[config.mk]
export PLATFORM = sky130hd
export DESIGN_NAME = software_peripheral_reset_control
export DESIGN_NICKNAME = d
export VERILOG_FILES = /design/src/software_peripheral_reset_control.v
export VERILOG_INCLUDE_DIRS = /design/src
export SDC_FILE = /design/constraint.sdc
export NUM_CORES = 1
export LEC_CHECK = 0
export ABC_AREA = 1
export BUFFER_PORTS_ARGS = -buffer_cell sky130_fd_sc_hd__buf_4
export CORE_UTILIZATION = 39
export DETAILED_ROUTE_END_ITERATION = 16
export PLACE_DENSITY_LB_ADDON = 0.08
export SETUP_SLACK_MARGIN = 0.2
export SYNTH_ARGS = -nofsm -noshare
export SYNTH_HDL_FRONTEND = slang
export SYNTH_SLANG_ARGS = --single-unit
[constraint.sdc]
create_clock -name clock -period 4.3 [get_ports clock]
set_input_delay 1.29 -clock clock [delete_from_list [all_inputs] [get_ports clock]]
set_output_delay 1.29 -clock clock [all_outputs]
set_load 0.02 [all_outputs]
[src/soft_reset_defines.vh]
`ifndef SOFT_RESET_DEFINES_VH
`define SOFT_RESET_DEFINES_VH
// register byte addresses
`define ADDR_PERIPH_ONE  12'h044
`define ADDR_PORT        12'h048
// reset value of both registers
`define SOFT_RESET_INIT  32'h00000000
// writable bits of each register
`define PERIPH_ONE_USED  32'h070F5037
`define PORT_USED        32'h000000FF
// field positions in the first register
`define POS_COMPARATOR0_RESET        24
`define POS_GPC0         16
`define POS_TWO_WIRE0    12
`define POS_TWO_WIRE1    14
`define POS_SYNC0        4
`define POS_ASYNC0       0
// field widths in the first register
`define WIDTH_COMP       3
`define WIDTH_GPC        4
`define WIDTH_SYNC       2
`define WIDTH_ASYNC      3
// single unit positions in the first register
`define POS_COMPARATOR1_RESET        25
`define POS_COMPARATOR2_RESET        26
`define POS_GPC1         17
`define POS_GPC2         18
`define POS_GPC3         19
`define POS_SYNC1        5
`define POS_ASYNC1       1
`define POS_ASYNC2       2
// pin port positions in the port register
`define POS_PORT_A       0
`define POS_PORT_B       1
`define POS_PORT_C       2
`define POS_PORT_D       3
`define POS_PORT_E       4
`define POS_PORT_F       5
`define POS_PORT_G       6
`define POS_PORT_H       7
`define WIDTH_PORT       8
// data bits covered by one byte strobe
`define BYTE_BITS        8
// read value of an unmapped address
`define READ_IDLE        32'h00000000
`endif

[src/software_peripheral_reset_control.v]
// Register access over APB was left to the implementer.
`timescale 1ns/1ns
`include "soft_reset_defines.vh"
module software_peripheral_reset_control
#(
  // bus widths
  parameter ADDR_WIDTH = 12,
  parameter DATA_WIDTH = 32,
  parameter STRB_WIDTH = 4
)
(
  // clock and reset
  input  wire                     clock,
  input  wire                     rst_n,
  // apb slave
  input  wire                     psel,
  input  wire                     penable,
  input  wire                     pwrite,
  input  wire [ADDR_WIDTH-1:0]    paddr,
  input  wire [DATA_WIDTH-1:0]    pwdata,
  input  wire [STRB_WIDTH-1:0]    pstrb,
  output wire                     pready,
  output wire                     pslverr,
  output reg  [DATA_WIDTH-1:0]    prdata,
  // device capability masks, one bit per present unit
  input  wire [DATA_WIDTH-1:0]    capability_mask_two,
  input  wire [DATA_WIDTH-1:0]    capability_mask_four,
  // peripheral reset outputs, high holds the unit in reset
  output wire [`WIDTH_COMP-1:0]   comparator_reset,
  output wire [`WIDTH_GPC-1:0]    gp_counter_reset,
  output wire                     two_wire_unit1_reset,
  output wire                     two_wire_unit0_reset,
  output wire [`WIDTH_SYNC-1:0]   sync_serial_reset,
  output wire [`WIDTH_ASYNC-1:0]  async_serial_reset,
  output wire [`WIDTH_PORT-1:0]   pin_port_reset
);

  // data bits covered by one byte strobe
  localparam LANE_BITS = `BYTE_BITS;

  // read source codes
  localparam [1:0] SEL_NONE = 2'h0;
  localparam [1:0] SEL_ONE  = 2'h1;
  localparam [1:0] SEL_PORT = 2'h2;

  // reset release pair
  reg                   rst_meta;
  reg                   rst_sync_n;

  // stored control registers
  reg  [DATA_WIDTH-1:0] peripheral_soft_reset_one;
  reg  [DATA_WIDTH-1:0] port_soft_reset;

  // values a write would leave behind
  wire [DATA_WIDTH-1:0] next_peripheral_soft_reset_one;
  wire [DATA_WIDTH-1:0] next_port_soft_reset;

  // byte strobes spread to bits
  wire [DATA_WIDTH-1:0] lane_mask;

  // bits of present units, and bits a write may change
  wire [DATA_WIDTH-1:0] present_one;
  wire [DATA_WIDTH-1:0] present_port;
  wire [DATA_WIDTH-1:0] write_mask_one;
  wire [DATA_WIDTH-1:0] write_mask_port;

  // read path
  reg  [DATA_WIDTH-1:0] next_prdata;
  wire [1:0]            read_select;

  // bus decode
  wire                  access;
  wire                  setup_read;
  wire                  wr;
  wire                  hit_one;
  wire                  hit_port;
  wire                  hit_any;
  wire                  miss;
  wire                  wr_one;
  wire                  wr_port;

  // one line per unit, named for the unit it holds in reset
  wire                  comparator2_reset;
  wire                  comparator1_reset;
  wire                  comparator0_reset;
  wire                  gp_counter3_reset;
  wire                  gp_counter2_reset;
  wire                  gp_counter1_reset;
  wire                  gp_counter0_reset;
  wire                  sync_serial_unit1_reset;
  wire                  sync_serial_unit0_reset;
  wire                  async_serial_port2_reset;
  wire                  async_serial_port1_reset;
  wire                  async_serial_port0_reset;
  wire                  pin_port_h_reset;
  wire                  pin_port_g_reset;
  wire                  pin_port_f_reset;
  wire                  pin_port_e_reset;
  wire                  pin_port_d_reset;
  wire                  pin_port_c_reset;
  wire                  pin_port_b_reset;
  wire                  pin_port_a_reset;

  // reset release through two flops, assertion stays asynchronous
  always @(posedge clock or negedge rst_n)
  begin
    if (!rst_n)
    begin
      rst_meta   <= 1'b0;
      rst_sync_n <= 1'b0;
    end
    else
    begin
      rst_meta   <= 1'b1;
      rst_sync_n <= rst_meta;
    end
  end

  // setup-read and access phase strobes; a write lands at the edge that ends the access phase
  assign access     = psel & penable;
  assign setup_read = psel & ~penable & ~pwrite;
  assign wr         = access & pwrite;

  // address decode against the two word offsets
  assign hit_one  = (paddr == `ADDR_PERIPH_ONE);
  assign hit_port = (paddr == `ADDR_PORT);
  assign hit_any  = hit_one | hit_port;
  assign miss     = ~hit_any;
  assign wr_one   = wr & hit_one;
  assign wr_port  = wr & hit_port;

  // zero-wait slave; an unmapped access errors rather than hangs
  assign pready  = 1'b1;
  assign pslverr = access & miss;

  // units that exist on this die; absent ones ignore writes
  assign present_one  = capability_mask_two & `PERIPH_ONE_USED;
  assign present_port = capability_mask_four & `PORT_USED;

  // strobe and presence must both allow a bit to change
  assign write_mask_one  = lane_mask & present_one;
  assign write_mask_port = lane_mask & present_port;

  // one slice per data bit: strobe lane and merged next value
  genvar bit_index;
  generate
    for (bit_index = 0; bit_index < DATA_WIDTH; bit_index = bit_index + 1)
    begin : bit_slice
      assign lane_mask[bit_index] = pstrb[bit_index / LANE_BITS];
      assign next_peripheral_soft_reset_one[bit_index] =
        write_mask_one[bit_index] ?
        pwdata[bit_index] :
        peripheral_soft_reset_one[bit_index];
      assign next_port_soft_reset[bit_index] =
        write_mask_port[bit_index] ?
        pwdata[bit_index] :
        port_soft_reset[bit_index];
    end
  endgenerate

  // first register; unused bits never leave zero
  always @(posedge clock or negedge rst_sync_n)
  begin
    if (!rst_sync_n)
    begin
      peripheral_soft_reset_one <= `SOFT_RESET_INIT;
    end
    else if (wr_one)
    begin
      peripheral_soft_reset_one <= next_peripheral_soft_reset_one;
    end
  end

  // port register; cleared with the system reset like the first
  always @(posedge clock or negedge rst_sync_n)
  begin
    if (!rst_sync_n)
    begin
      port_soft_reset <= `SOFT_RESET_INIT;
    end
    else if (wr_port)
    begin
      port_soft_reset <= next_port_soft_reset;
    end
  end

  // read source picked from the decode
  assign read_select = {hit_port, hit_one};

  // read mux; reads ignore capability masks and show stored bits
  always @*
  begin
    next_prdata = `READ_IDLE;
    case (read_select)
      SEL_ONE:
      begin
        next_prdata = peripheral_soft_reset_one & `PERIPH_ONE_USED;
      end
      SEL_PORT:
      begin
        next_prdata = port_soft_reset & `PORT_USED;
      end
      SEL_NONE:
      begin
        next_prdata = `READ_IDLE;
      end
      default:
      begin
        next_prdata = `READ_IDLE;
      end
    endcase
  end

  // read data taken in setup so it stands through the access phase
  always @(posedge clock or negedge rst_sync_n)
  begin
    if (!rst_sync_n)
    begin
      prdata <= `READ_IDLE;
    end
    else if (setup_read)
    begin
      prdata <= next_prdata;
    end
  end

  // comparator 2
  assign comparator2_reset = peripheral_soft_reset_one[`POS_COMPARATOR2_RESET];

  // comparator 1
  assign comparator1_reset = peripheral_soft_reset_one[`POS_COMPARATOR1_RESET];

  // comparator 0
  assign comparator0_reset = peripheral_soft_reset_one[`POS_COMPARATOR0_RESET];

  // counter 3
  assign gp_counter3_reset = peripheral_soft_reset_one[`POS_GPC3];

  // counter 2
  assign gp_counter2_reset = peripheral_soft_reset_one[`POS_GPC2];

  // counter 1
  assign gp_counter1_reset = peripheral_soft_reset_one[`POS_GPC1];

  // counter 0
  assign gp_counter0_reset = peripheral_soft_reset_one[`POS_GPC0];

  // two-wire unit 1
  assign two_wire_unit1_reset = peripheral_soft_reset_one[`POS_TWO_WIRE1];

  // two-wire unit 0
  assign two_wire_unit0_reset = peripheral_soft_reset_one[`POS_TWO_WIRE0];

  // sync serial unit 1
  assign sync_serial_unit1_reset = peripheral_soft_reset_one[`POS_SYNC1];

  // sync serial unit 0
  assign sync_serial_unit0_reset = peripheral_soft_reset_one[`POS_SYNC0];

  // async serial port 2
  assign async_serial_port2_reset = peripheral_soft_reset_one[`POS_ASYNC2];

  // async serial port 1
  assign async_serial_port1_reset = peripheral_soft_reset_one[`POS_ASYNC1];

  // async serial port 0
  assign async_serial_port0_reset = peripheral_soft_reset_one[`POS_ASYNC0];

  // pin port h
  assign pin_port_h_reset = port_soft_reset[`POS_PORT_H];

  // pin port g
  assign pin_port_g_reset = port_soft_reset[`POS_PORT_G];

  // pin port f
  assign pin_port_f_reset = port_soft_reset[`POS_PORT_F];

  // pin port e
  assign pin_port_e_reset = port_soft_reset[`POS_PORT_E];

  // pin port d
  assign pin_port_d_reset = port_soft_reset[`POS_PORT_D];

  // pin port c
  assign pin_port_c_reset = port_soft_reset[`POS_PORT_C];

  // pin port b
  assign pin_port_b_reset = port_soft_reset[`POS_PORT_B];

  // pin port a
  assign pin_port_a_reset = port_soft_reset[`POS_PORT_A];

  // grouped outputs; no stretching, a cleared bit releases at once
  assign comparator_reset   = {comparator2_reset, comparator1_reset,
                               comparator0_reset};
  assign gp_counter_reset   = {gp_counter3_reset, gp_counter2_reset,
                               gp_counter1_reset, gp_counter0_reset};
  assign sync_serial_reset  = {sync_serial_unit1_reset,
                               sync_serial_unit0_reset};
  assign async_serial_reset = {async_serial_port2_reset, async_serial_port1_reset,
                               async_serial_port0_reset};
  assign pin_port_reset     = {pin_port_h_reset, pin_port_g_reset,
                               pin_port_f_reset, pin_port_e_reset,
                               pin_port_d_reset, pin_port_c_reset,
                               pin_port_b_reset, pin_port_a_reset};

endmodule // software_peripheral_reset_control

### After elaboration in Yosys (flattened, before gate mapping)

Index checks and enable logic that the tools add are counted.

| storage, ports and cells | value |
|---|---|
| logic and storage cells | 65 |
| flip-flop bits (word level) | 56 |
| input port bits | 117 |
| output and inout bits | 56 |

| cells by class | value |
|---|---|
| reduce and logical (&&, ||, !) cells | 22 |
| bitwise operators | 13 |
| eq/ne operators | 4 |
| muxes and demuxes | 1 |

Operator list:

| cell | number |
|---|---|
| $pmux 27 s2 | 1 |
| $reduce_and 2->1 | 22 |
| $and 27x27->27 | 1 |
| $eq 12x7->1 const B | 2 |
| $and 8x8->8 | 1 |
| $and 1x1->1 | 7 |
| $not 1->1 | 3 |
| $eq 2x1->1 const B | 1 |
| $eq 2x2->1 const B | 1 |
| $or 1x1->1 | 1 |

### Depth between registers and ports, before layout

Gate-level depths: netlist (run 1).

| depth | value |
|---|---|
| depth after elaboration | 4 |
| gate-level depth with buffers | 11 |
| mapped depth without buffers | 11 |

### Worst setup path before layout (run 1)

Ideal clock, no wire load.

| path | value |
|---|---|
| path kind | input -> output |
| from | input paddr[10] |
| to | output pslverr |
| required time | 3.010 ns |
| cell stages on the path | 9 |
| path buffers | 0 |
| slack | 0.902 ns |
| arrival | 2.108 ns |
| cell sequence | inv_1 nand2_2 nor2_8 nand2_1 nor2_1 inv_1 ha_1 inv_1 nor2_1 |

| between the ends | value |
|---|---|
| word-level cells in the longest chain between the ends | 4 |
| elaborated cells between the ends (all ways) | 5 |
| those cells by class | 2 x eq/ne; 3 x bitwise |

Ends and longest elaborated chain:

| what | line | RTL |
|---|---|---|
| from (decl) | software_peripheral_reset_control.v:19 | `input wire [ADDR_WIDTH-1:0] paddr,` |
| $eq 12x7->1 (no source line) | n/a |  |
| $or 1x1->1 * | software_peripheral_reset_control.v:127 | `assign hit_any = hit_one \| hit_port;` |
| $not 1->1 * | software_peripheral_reset_control.v:128 | `assign miss = ~hit_any;` |
| $and 1x1->1 * | software_peripheral_reset_control.v:134 | `assign pslverr = access & miss;` |
| to (decl) | software_peripheral_reset_control.v:23 | `output wire pslverr,` |

Every way passes the cells marked *; elsewhere a longest branch is shown, timed or not.

### Worst setup path after layout (run 1)

| path | value |
|---|---|
| from | input paddr[7] |
| to | output pslverr |

Same word-level chain as after synthesis.

==> results of run 1 <==
-- critical path, delay by kind of cell --
kind	cells	cell delay, ps
and+or+nand+nor	5	530
buffers and inverters	5	470
adders and majority gates	1	200
-- routing by layer --
layer  GRT usage [%]  vias to the layer above  wire length, um
met1           24.76                     1053             2640
met4           7.719                        0              145
li1                -                     1183                -
met2           31.74                      106             2990
met5               0                        -                0
met3           3.626                       11              399
-- state kept, by name (all words and copies together), names as in the netlist --
signal and cells:
port_soft_reset 8, rst_meta 1, prdata 17, rst_sync_n 1, peripheral_soft_reset_one 14
-- per-stage QoR --
step	instance area, sq um	setup WS (ps)	power (mW)	cells
4_1_cts	3291	500.9	0.8205	484
3_3_place_gp	3174	557.4	0.5017	476
2_1_floorplan	2572	901.5	0.4645	331
6_report	3291	514.0	0.8124	484
3_5_place_dp	3174	499.6	0.5028	476
5_1_grt	3291	396.6	0.8466	484
-- kinds of logic (layout without fill, tap and decap cells) --
family / after synthesis / after routing / share of synthesized area (%)
compound gates: 22 / 22 / 5.122
fa+ha+maj: 3 / 3 / 1.492
buf+inv: 70 / 148 / 15.66
flops: 41 / 41 / 40.78
other cells: 2 / 17 / 0.2985
simple gates: 178 / 178 / 36.65
-- final timing paths --
check | from | to | slack (ps) | cells after the start
worst max register to register | peripheral_soft_reset_one[4]$_DFFE_PN0P_ | prdata[4]$_DFFE_PN0P_ | 3380 | 3
min in group asynchronous | rst_sync_n$_DFF_PN0_ | peripheral_soft_reset_one[17]$_DFFE_PN0P_ | 370 | 0
worst min register to register | rst_meta$_DFF_PN0_ | rst_sync_n$_DFF_PN0_ | 360 | 0
worst max-delay path | paddr[7] | pslverr | 510 | 11
max in group asynchronous | rst_sync_n$_DFF_PN0_ | peripheral_soft_reset_one[16]$_DFFE_PN0P_ | 3400 | 0
worst min-delay path | rst_meta$_DFF_PN0_ | rst_sync_n$_DFF_PN0_ | 360 | 0
-- area by class of cell --
| cell class | instances | area (sq um) |
|---|---|---|
| clock buffers | 7 | 86.33 |
| clock inverters | 1 | 30.03 |
| fillers | 592 | 2770 |
| inverters | 40 | 150.1 |
| multi-input cells | 220 | 1152 |
| flip-flops and latches | 41 | 1027 |
| well taps | 75 | 93.84 |
| repair buffers | 100 | 750.7 |
-- power breakdown --
group / switching [mW] / leakage (nW) / internal (mW)
Sequential: 0.00696 / 0.567 / 0.386
Clock: 0.129 / 0.0585 / 0.189
Combinational: 0.0573 / 1.36 / 0.0442
Total: 0.193 / 1.99 / 0.620
-- cells in the final DEF, fill, tap and decap left out --
cell type                   Yosys  layout
sky130_fd_sc_hd__a22o_1         5       5
sky130_fd_sc_hd__clkbuf_1       2       1
sky130_fd_sc_hd__bufinv_16      0       1
sky130_fd_sc_hd__nor2_4         3       3
sky130_fd_sc_hd__nand3_1       17      17
sky130_fd_sc_hd__nand2_4        3       3
sky130_fd_sc_hd__nand4_1       44      44
sky130_fd_sc_hd__o21ai_0       17      17
sky130_fd_sc_hd__nor2_8         4       4
sky130_fd_sc_hd__nand2_2        3       3
sky130_fd_sc_hd__nor2_1         9       9
sky130_fd_sc_hd__clkbuf_8       0       6
sky130_fd_sc_hd__inv_1         36      36
sky130_fd_sc_hd__dfrtp_1       41      40
sky130_fd_sc_hd__ha_1           3       3
sky130_fd_sc_hd__nor2_2         2       2
sky130_fd_sc_hd__buf_4         17     100
sky130_fd_sc_hd__nand2_1       93      93
sky130_fd_sc_hd__dfrtp_2        0       1
sky130_fd_sc_hd__inv_2          4       4
sky130_fd_sc_hd__conb_1         2      17
==> impl_metrics.xml, run 1 <==
<?xml version="1.0" encoding="UTF-8"?>
<metrics>
  <group name="status">
    <metric name="result_of_the_run" unit="">completed</metric>
  </group>
  <group name="placement">
    <metric name="port_buffers" unit="">99</metric>
    <metric name="dp_hpwl" unit="mm">4.704</metric>
    <metric name="gp_routability_congestion" unit="">0.8190</metric>
  </group>
  <group name="setup_path">
    <metric name="cp.required" unit="ps">3010</metric>
    <metric name="worst-endpoint-arrival" unit="ps">2500</metric>
    <metric name="critical-path-max-stage-delay" unit="ps">200</metric>
    <metric name="setup.worst_path.class" unit="">in2out</metric>
    <metric name="startpoint_type" unit="">input port</metric>
    <metric name="path_cells" unit="">buf_4, inv_1, nand2_1, nor2_2, nand2_1, nor2_1, inv_1, ha_1, inv_1, nor2_1, buf_4</metric>
    <metric name="worst_setup_path_end_kind" unit="">primary output</metric>
    <metric name="critical-path-slowest-cell" unit="">sky130_fd_sc_hd__nor2_1</metric>
    <metric name="cp_max_fo" unit="">3</metric>
    <metric name="path_common_cell" unit="">sky130_fd_sc_hd__inv_1</metric>
  </group>
  <group name="sta">
    <metric name="max_freq" unit="MHz">264.1</metric>
    <metric name="drv_slew" unit="">0</metric>
    <metric name="fin_worst_hold_slack" unit="ps">357.9</metric>
    <metric name="period_needed" unit="ps">3786</metric>
    <metric name="finalHoldViolCount" unit="">0</metric>
    <metric name="fin_worst_skew" unit="ps">2.069</metric>
    <metric name="worstMarginPinSlew" unit="ps">838.9</metric>
    <metric name="finalSetupTns" unit="ps">0</metric>
    <metric name="maxSlewHeadroom" unit="%">44.08</metric>
    <metric name="setup_viol" unit="">0</metric>
    <metric name="timing.final.crit_share" unit="%">88.05</metric>
    <metric name="rsz0062_at_grt" unit="">false</metric>
  </group>
  <group name="grt">
    <metric name="globalRouteTotalUtil" unit="%">19.26</metric>
    <metric name="first_pass_grt_wire_length" unit="mm">9.694</metric>
    <metric name="initial_antenna_violation_count" unit="">0</metric>
    <metric name="largest_net_degree_at_the_start_of_global_routing" unit="">45</metric>
    <metric name="grt-ovfl-total" unit="">0</metric>
    <metric name="first_global_vias" unit="">2098</metric>
  </group>
  <group name="worst_hold_path">
    <metric name="hp-class" unit="">reg2reg</metric>
  </group>
  <group name="synth">
    <metric name="ys_warn_count" unit="">0</metric>
    <metric name="ys_seq_area_share" unit="%">40.78</metric>
    <metric name="main_synth_ff_type" unit="">sky130_fd_sc_hd__dfrtp_1</metric>
    <metric name="synth_area_per_cell" unit="sq um">7.963</metric>
    <metric name="netlist.area_leader.share" unit="%">40.78</metric>
    <metric name="synth-edff-count" unit="">0</metric>
    <metric name="synthDominantAreaCellType" unit="">sky130_fd_sc_hd__dfrtp_1</metric>
    <metric name="async_flop_share" unit="%">100.0</metric>
    <metric name="post_synth_inst_count" unit="">316</metric>
    <metric name="synth.cells.most_frequent" unit="">93 x sky130_fd_sc_hd__nand2_1, 44 x sky130_fd_sc_hd__nand4_1, 41 x sky130_fd_sc_hd__dfrtp_1</metric>
    <metric name="synth_area" unit="sq mm">0.002516</metric>
    <metric name="ys_top_cells_by_area" unit="">sky130_fd_sc_hd__dfrtp_1 41%, sky130_fd_sc_hd__nand2_1 14%, sky130_fd_sc_hd__nand4_1 11%</metric>
    <metric name="synth-seq-cells" unit="">41</metric>
    <metric name="post_synth_num_cell_types" unit="">21</metric>
    <metric name="synthMostInstantiatedCell" unit="">sky130_fd_sc_hd__nand2_1</metric>
  </group>
  <group name="clock_network">
    <metric name="cts-resized-gates" unit="">0</metric>
    <metric name="cts-root-to-sink-buffers" unit="">2</metric>
    <metric name="cts_setup_buffers" unit="">0</metric>
    <metric name="clock_insertion_delay_worst_skew" unit="ps">290</metric>
    <metric name="cts_buffer_count" unit="">5</metric>
    <metric name="cts-root-buf" unit="">sky130_fd_sc_hd__clkbuf_8</metric>
    <metric name="tritoncts_clock_tree" unit="">yes</metric>
    <metric name="cts.reportedPaths.clkPinSlew" unit="ps">80</metric>
    <metric name="hold_buffers" unit="">0</metric>
    <metric name="clock_sink_count" unit="">41</metric>
    <metric name="htree_levels" unit="">2</metric>
  </group>
  <group name="detailed_routing">
    <metric name="route.detailed.wl_per_inst" unit="um">12.76</metric>
    <metric name="vias" unit="">2353</metric>
    <metric name="routed_via_density" unit="">4.862</metric>
    <metric name="drt_pre_antenna_iters" unit="">4</metric>
    <metric name="route.detailed.drc" unit="">0</metric>
    <metric name="wl" unit="mm">6.175</metric>
    <metric name="antenna_left" unit="">0</metric>
    <metric name="detailedRoute.firstIterationViolations" unit="">145</metric>
  </group>
  <group name="power">
    <metric name="powerDensity" unit="mW/mm^2">246.9</metric>
    <metric name="worst_ir_drop_vdd" unit="mV">0.1333</metric>
    <metric name="p_leak" unit="nW">1.990</metric>
  </group>
  <group name="cells_and_area">
    <metric name="flow.area_growth_from_synthesis" unit="%">30.78</metric>
    <metric name="finish.utilization" unit="%">54.29</metric>
    <metric name="insertedDiodeCount" unit="">0</metric>
    <metric name="layout.nets" unit="">528</metric>
    <metric name="drive_above_1_share" unit="%">31.05</metric>
  </group>
  <group name="run">
    <metric name="drv_cap" unit="">0</metric>
  </group>
  <group name="die">
    <metric name="die_x" unit="um">82.32</metric>
    <metric name="io_pins" unit="">173</metric>
    <metric name="initial_core_util" unit="%">41.52</metric>
    <metric name="floorplan.core_area" unit="sq mm">0.006061</metric>
    <metric name="die_y" unit="um">82.32</metric>
    <metric name="floorplan.rows" unit="">28</metric>
    <metric name="overall_die_area" unit="sq mm">0.006777</metric>
  </group>
</metrics>
No activity file was read; power rests on OpenSTA's default activity.
==> run 2: changes to the inputs <==
==> constraint.sdc (replaced) <==
create_clock -name clock -period 4.3 [get_ports clock]
set_input_delay 0.43 -clock clock [delete_from_list [all_inputs] [get_ports clock]]
set_output_delay 0.43 -clock clock [all_outputs]
set_load 0.02 [all_outputs]
==> impl_metrics.xml, run 2 (synthesized netlist as in run 1, its figures left out) <==
<?xml version="1.0" encoding="UTF-8"?>
<metrics>
  <group name="sta">
    <metric name="max_freq" unit="MHz">443.4</metric>
    <metric name="setup_viol" unit="">0</metric>
    <metric name="timing.final.crit_share" unit="%">52.45</metric>
    <metric name="drv_slew" unit="">0</metric>
    <metric name="maxSlewHeadroom" unit="%">44.39</metric>
    <metric name="finalSetupTns" unit="ps">0</metric>
    <metric name="finalHoldViolCount" unit="">0</metric>
    <metric name="fin_worst_skew" unit="ps">7.892</metric>
    <metric name="rsz0062_at_grt" unit="">false</metric>
    <metric name="worstMarginPinSlew" unit="ps">834.1</metric>
    <metric name="period_needed" unit="ps">2255</metric>
  </group>
  <group name="detailed_routing">
    <metric name="detailedRoute.firstIterationViolations" unit="">110</metric>
    <metric name="routed_via_density" unit="">4.905</metric>
    <metric name="top_layer_used" unit="">met4</metric>
    <metric name="wl" unit="mm">6.251</metric>
    <metric name="routed-wl-met3" unit="um">346</metric>
    <metric name="route.detailed.drc" unit="">0</metric>
    <metric name="route.detailed.wl_per_inst" unit="um">12.92</metric>
    <metric name="met2RoutedLength" unit="mm">3.031</metric>
    <metric name="routedLengthMet1" unit="mm">2.795</metric>
    <metric name="vias" unit="">2374</metric>
    <metric name="antenna_left" unit="">0</metric>
    <metric name="drt_pre_antenna_iters" unit="">4</metric>
  </group>
  <group name="setup_path">
    <metric name="cp_max_fo" unit="">24</metric>
    <metric name="cp_top_family" unit="">simple AND/OR/NAND/NOR gates</metric>
    <metric name="startpoint_type" unit="">input port</metric>
    <metric name="critical-path-slowest-cell" unit="">sky130_fd_sc_hd__nor2_8</metric>
    <metric name="worst-endpoint-arrival" unit="ps">1830</metric>
    <metric name="setup.worst_path.class" unit="">in2out</metric>
    <metric name="critical-path-max-stage-delay" unit="ps">320</metric>
    <metric name="cp.required" unit="ps">3870</metric>
    <metric name="path_cells" unit="">buf_4, inv_2, nand2_4, nor2_8, nand2_1, nor2_1, inv_1, ha_1, inv_1, nor2_1, buf_4</metric>
    <metric name="critical_path.n_buffers_inverters" unit="">5</metric>
    <metric name="worst_setup_path_end_kind" unit="">primary output</metric>
  </group>
  <group name="clock_network">
    <metric name="htree_levels" unit="">2</metric>
    <metric name="clock_insertion_delay_worst_skew" unit="ps">290</metric>
    <metric name="cts-resized-gates" unit="">0</metric>
    <metric name="cts-root-buf" unit="">sky130_fd_sc_hd__clkbuf_8</metric>
    <metric name="cts.reportedPaths.clkPinSlew" unit="ps">80</metric>
    <metric name="cts-root-to-sink-buffers" unit="">2</metric>
    <metric name="tritoncts_clock_tree" unit="">yes</metric>
    <metric name="clock_sink_count" unit="">41</metric>
    <metric name="cts_buffer_count" unit="">5</metric>
  </group>
  <group name="die">
    <metric name="overall_die_area" unit="sq mm">0.006777</metric>
    <metric name="floorplan.rows" unit="">28</metric>
    <metric name="die_y" unit="um">82.32</metric>
    <metric name="io_pins" unit="">173</metric>
    <metric name="die_x" unit="um">82.32</metric>
    <metric name="initial_core_util" unit="%">41.52</metric>
    <metric name="floorplan.core_area" unit="sq mm">0.006061</metric>
  </group>
  <group name="placement">
    <metric name="port_buffers" unit="">99</metric>
    <metric name="gp_routability_congestion" unit="">0.8425</metric>
    <metric name="dp_hpwl" unit="mm">4.682</metric>
  </group>
  <group name="grt">
    <metric name="initial_antenna_violation_count" unit="">0</metric>
    <metric name="first_pass_grt_wire_length" unit="mm">10.06</metric>
    <metric name="globalRouteTotalUtil" unit="%">20.03</metric>
    <metric name="first_global_vias" unit="">2201</metric>
    <metric name="largest_net_degree_at_the_start_of_global_routing" unit="">45</metric>
    <metric name="grt-ovfl-total" unit="">0</metric>
  </group>
  <group name="power">
    <metric name="p_leak" unit="nW">1.987</metric>
    <metric name="powerDensity" unit="mW/mm^2">248.2</metric>
    <metric name="worst_ir_drop_vdd" unit="mV">0.1141</metric>
    <metric name="finalPower" unit="uW">818.3</metric>
  </group>
  <group name="cells_and_area">
    <metric name="layout.filler_cells" unit="">591</metric>
    <metric name="insertedDiodeCount" unit="">0</metric>
    <metric name="max_ffs_per_register" unit="">17</metric>
    <metric name="layout.nets" unit="">528</metric>
    <metric name="final_common_cell" unit="">sky130_fd_sc_hd__buf_4</metric>
    <metric name="largest_registers" unit="">prdata (17), peripheral_soft_reset_one (14), port_soft_reset (8)</metric>
    <metric name="registers.top_by_ff_count" unit="">prdata</metric>
    <metric name="commonest_cells_after_routing_fill_and_taps_aside" unit="">99 x sky130_fd_sc_hd__buf_4, 93 x sky130_fd_sc_hd__nand2_1, 44 x sky130_fd_sc_hd__nand4_1</metric>
    <metric name="finish.utilization" unit="%">54.40</metric>
    <metric name="drive_above_1_share" unit="%">31.05</metric>
    <metric name="flow.area_growth_from_synthesis" unit="%">31.03</metric>
  </group>
  <group name="worst_hold_path">
    <metric name="hp-class" unit="">reg2async</metric>
  </group>
  <group name="status">
    <metric name="result_of_the_run" unit="">completed</metric>
  </group>
  <group name="run">
    <metric name="drv_cap" unit="">0</metric>
  </group>
</metrics>
## run 2: what timing repair did
item,4_1_cts,5_1_grt
setup buffers,0,0
endpoints found under the hold margin,2,0
endpoints found under the setup margin,0,0
hold buffers,1,0
## run 2: worst paths after layout
check / slack (ps) / endpoint / cells past startpoint / from
setup / recovery: 2040 / pslverr / 11 / paddr[9]
hold / removal: 360 / peripheral_soft_reset_one[14]$_DFFE_PN0P_ / 0 / rst_sync_n$_DFF_PN0_
setup reg to reg: 3390 / prdata[4]$_DFFE_PN0P_ / 3 / peripheral_soft_reset_one[4]$_DFFE_PN0P_
hold reg to reg: 360 / peripheral_soft_reset_one[14]$_DFFE_PN0P_ / 0 / rst_sync_n$_DFF_PN0_
max in group asynchronous: 3410 / port_soft_reset[6]$_DFFE_PN0P_ / 0 / rst_sync_n$_DFF_PN0_
min in group clock: 360 / rst_sync_n$_DFF_PN0_ / 0 / rst_meta$_DFF_PN0_
## run 2: layout make-up
| cell class | instances | area [sq um] | share of cell area, % |
|---|---|---|---|
| tap | 75 | 93.84 | 2.846 |
| sequential | 41 | 1027 | 31.16 |
| multi-input combinational | 220 | 1152 | 34.95 |
| clock buffer | 6 | 82.58 | 2.505 |
| inverter | 40 | 150.1 | 4.554 |
| clock inverter | 2 | 37.54 | 1.139 |
| timing repair buffer | 100 | 753.2 | 22.85 |
## run 2: power breakdown
group	switching [mW]	internal (mW)
registers	0.00693	0.386
logic	0.0574	0.0445
clock network	0.135	0.189
## run 2: metal layers
layer / up-vias / GRT usage [%]
li1: 1187 / -
met1: 1100 / 25.17
met2: 83 / 33.72
met5: - / 0
met3: 4 / 4.286
met4: 0 / 7.193
## run 2: per-stage QoR
step / setup WS [ps] / instance area [sq um] / std cells / hold slack [ps]
after floorplan: 2577 / 2572 / 331 / 134.4
after global placement: 2047 / 3167 / 475 / 212.3
after detailed placement: 2035 / 3167 / 475 / 214.4
after CTS: 2037 / 3297 / 484 / 364.9
after global routing: 1909 / 3297 / 484 / 376.1
final: 2045 / 3297 / 484 / 358.3
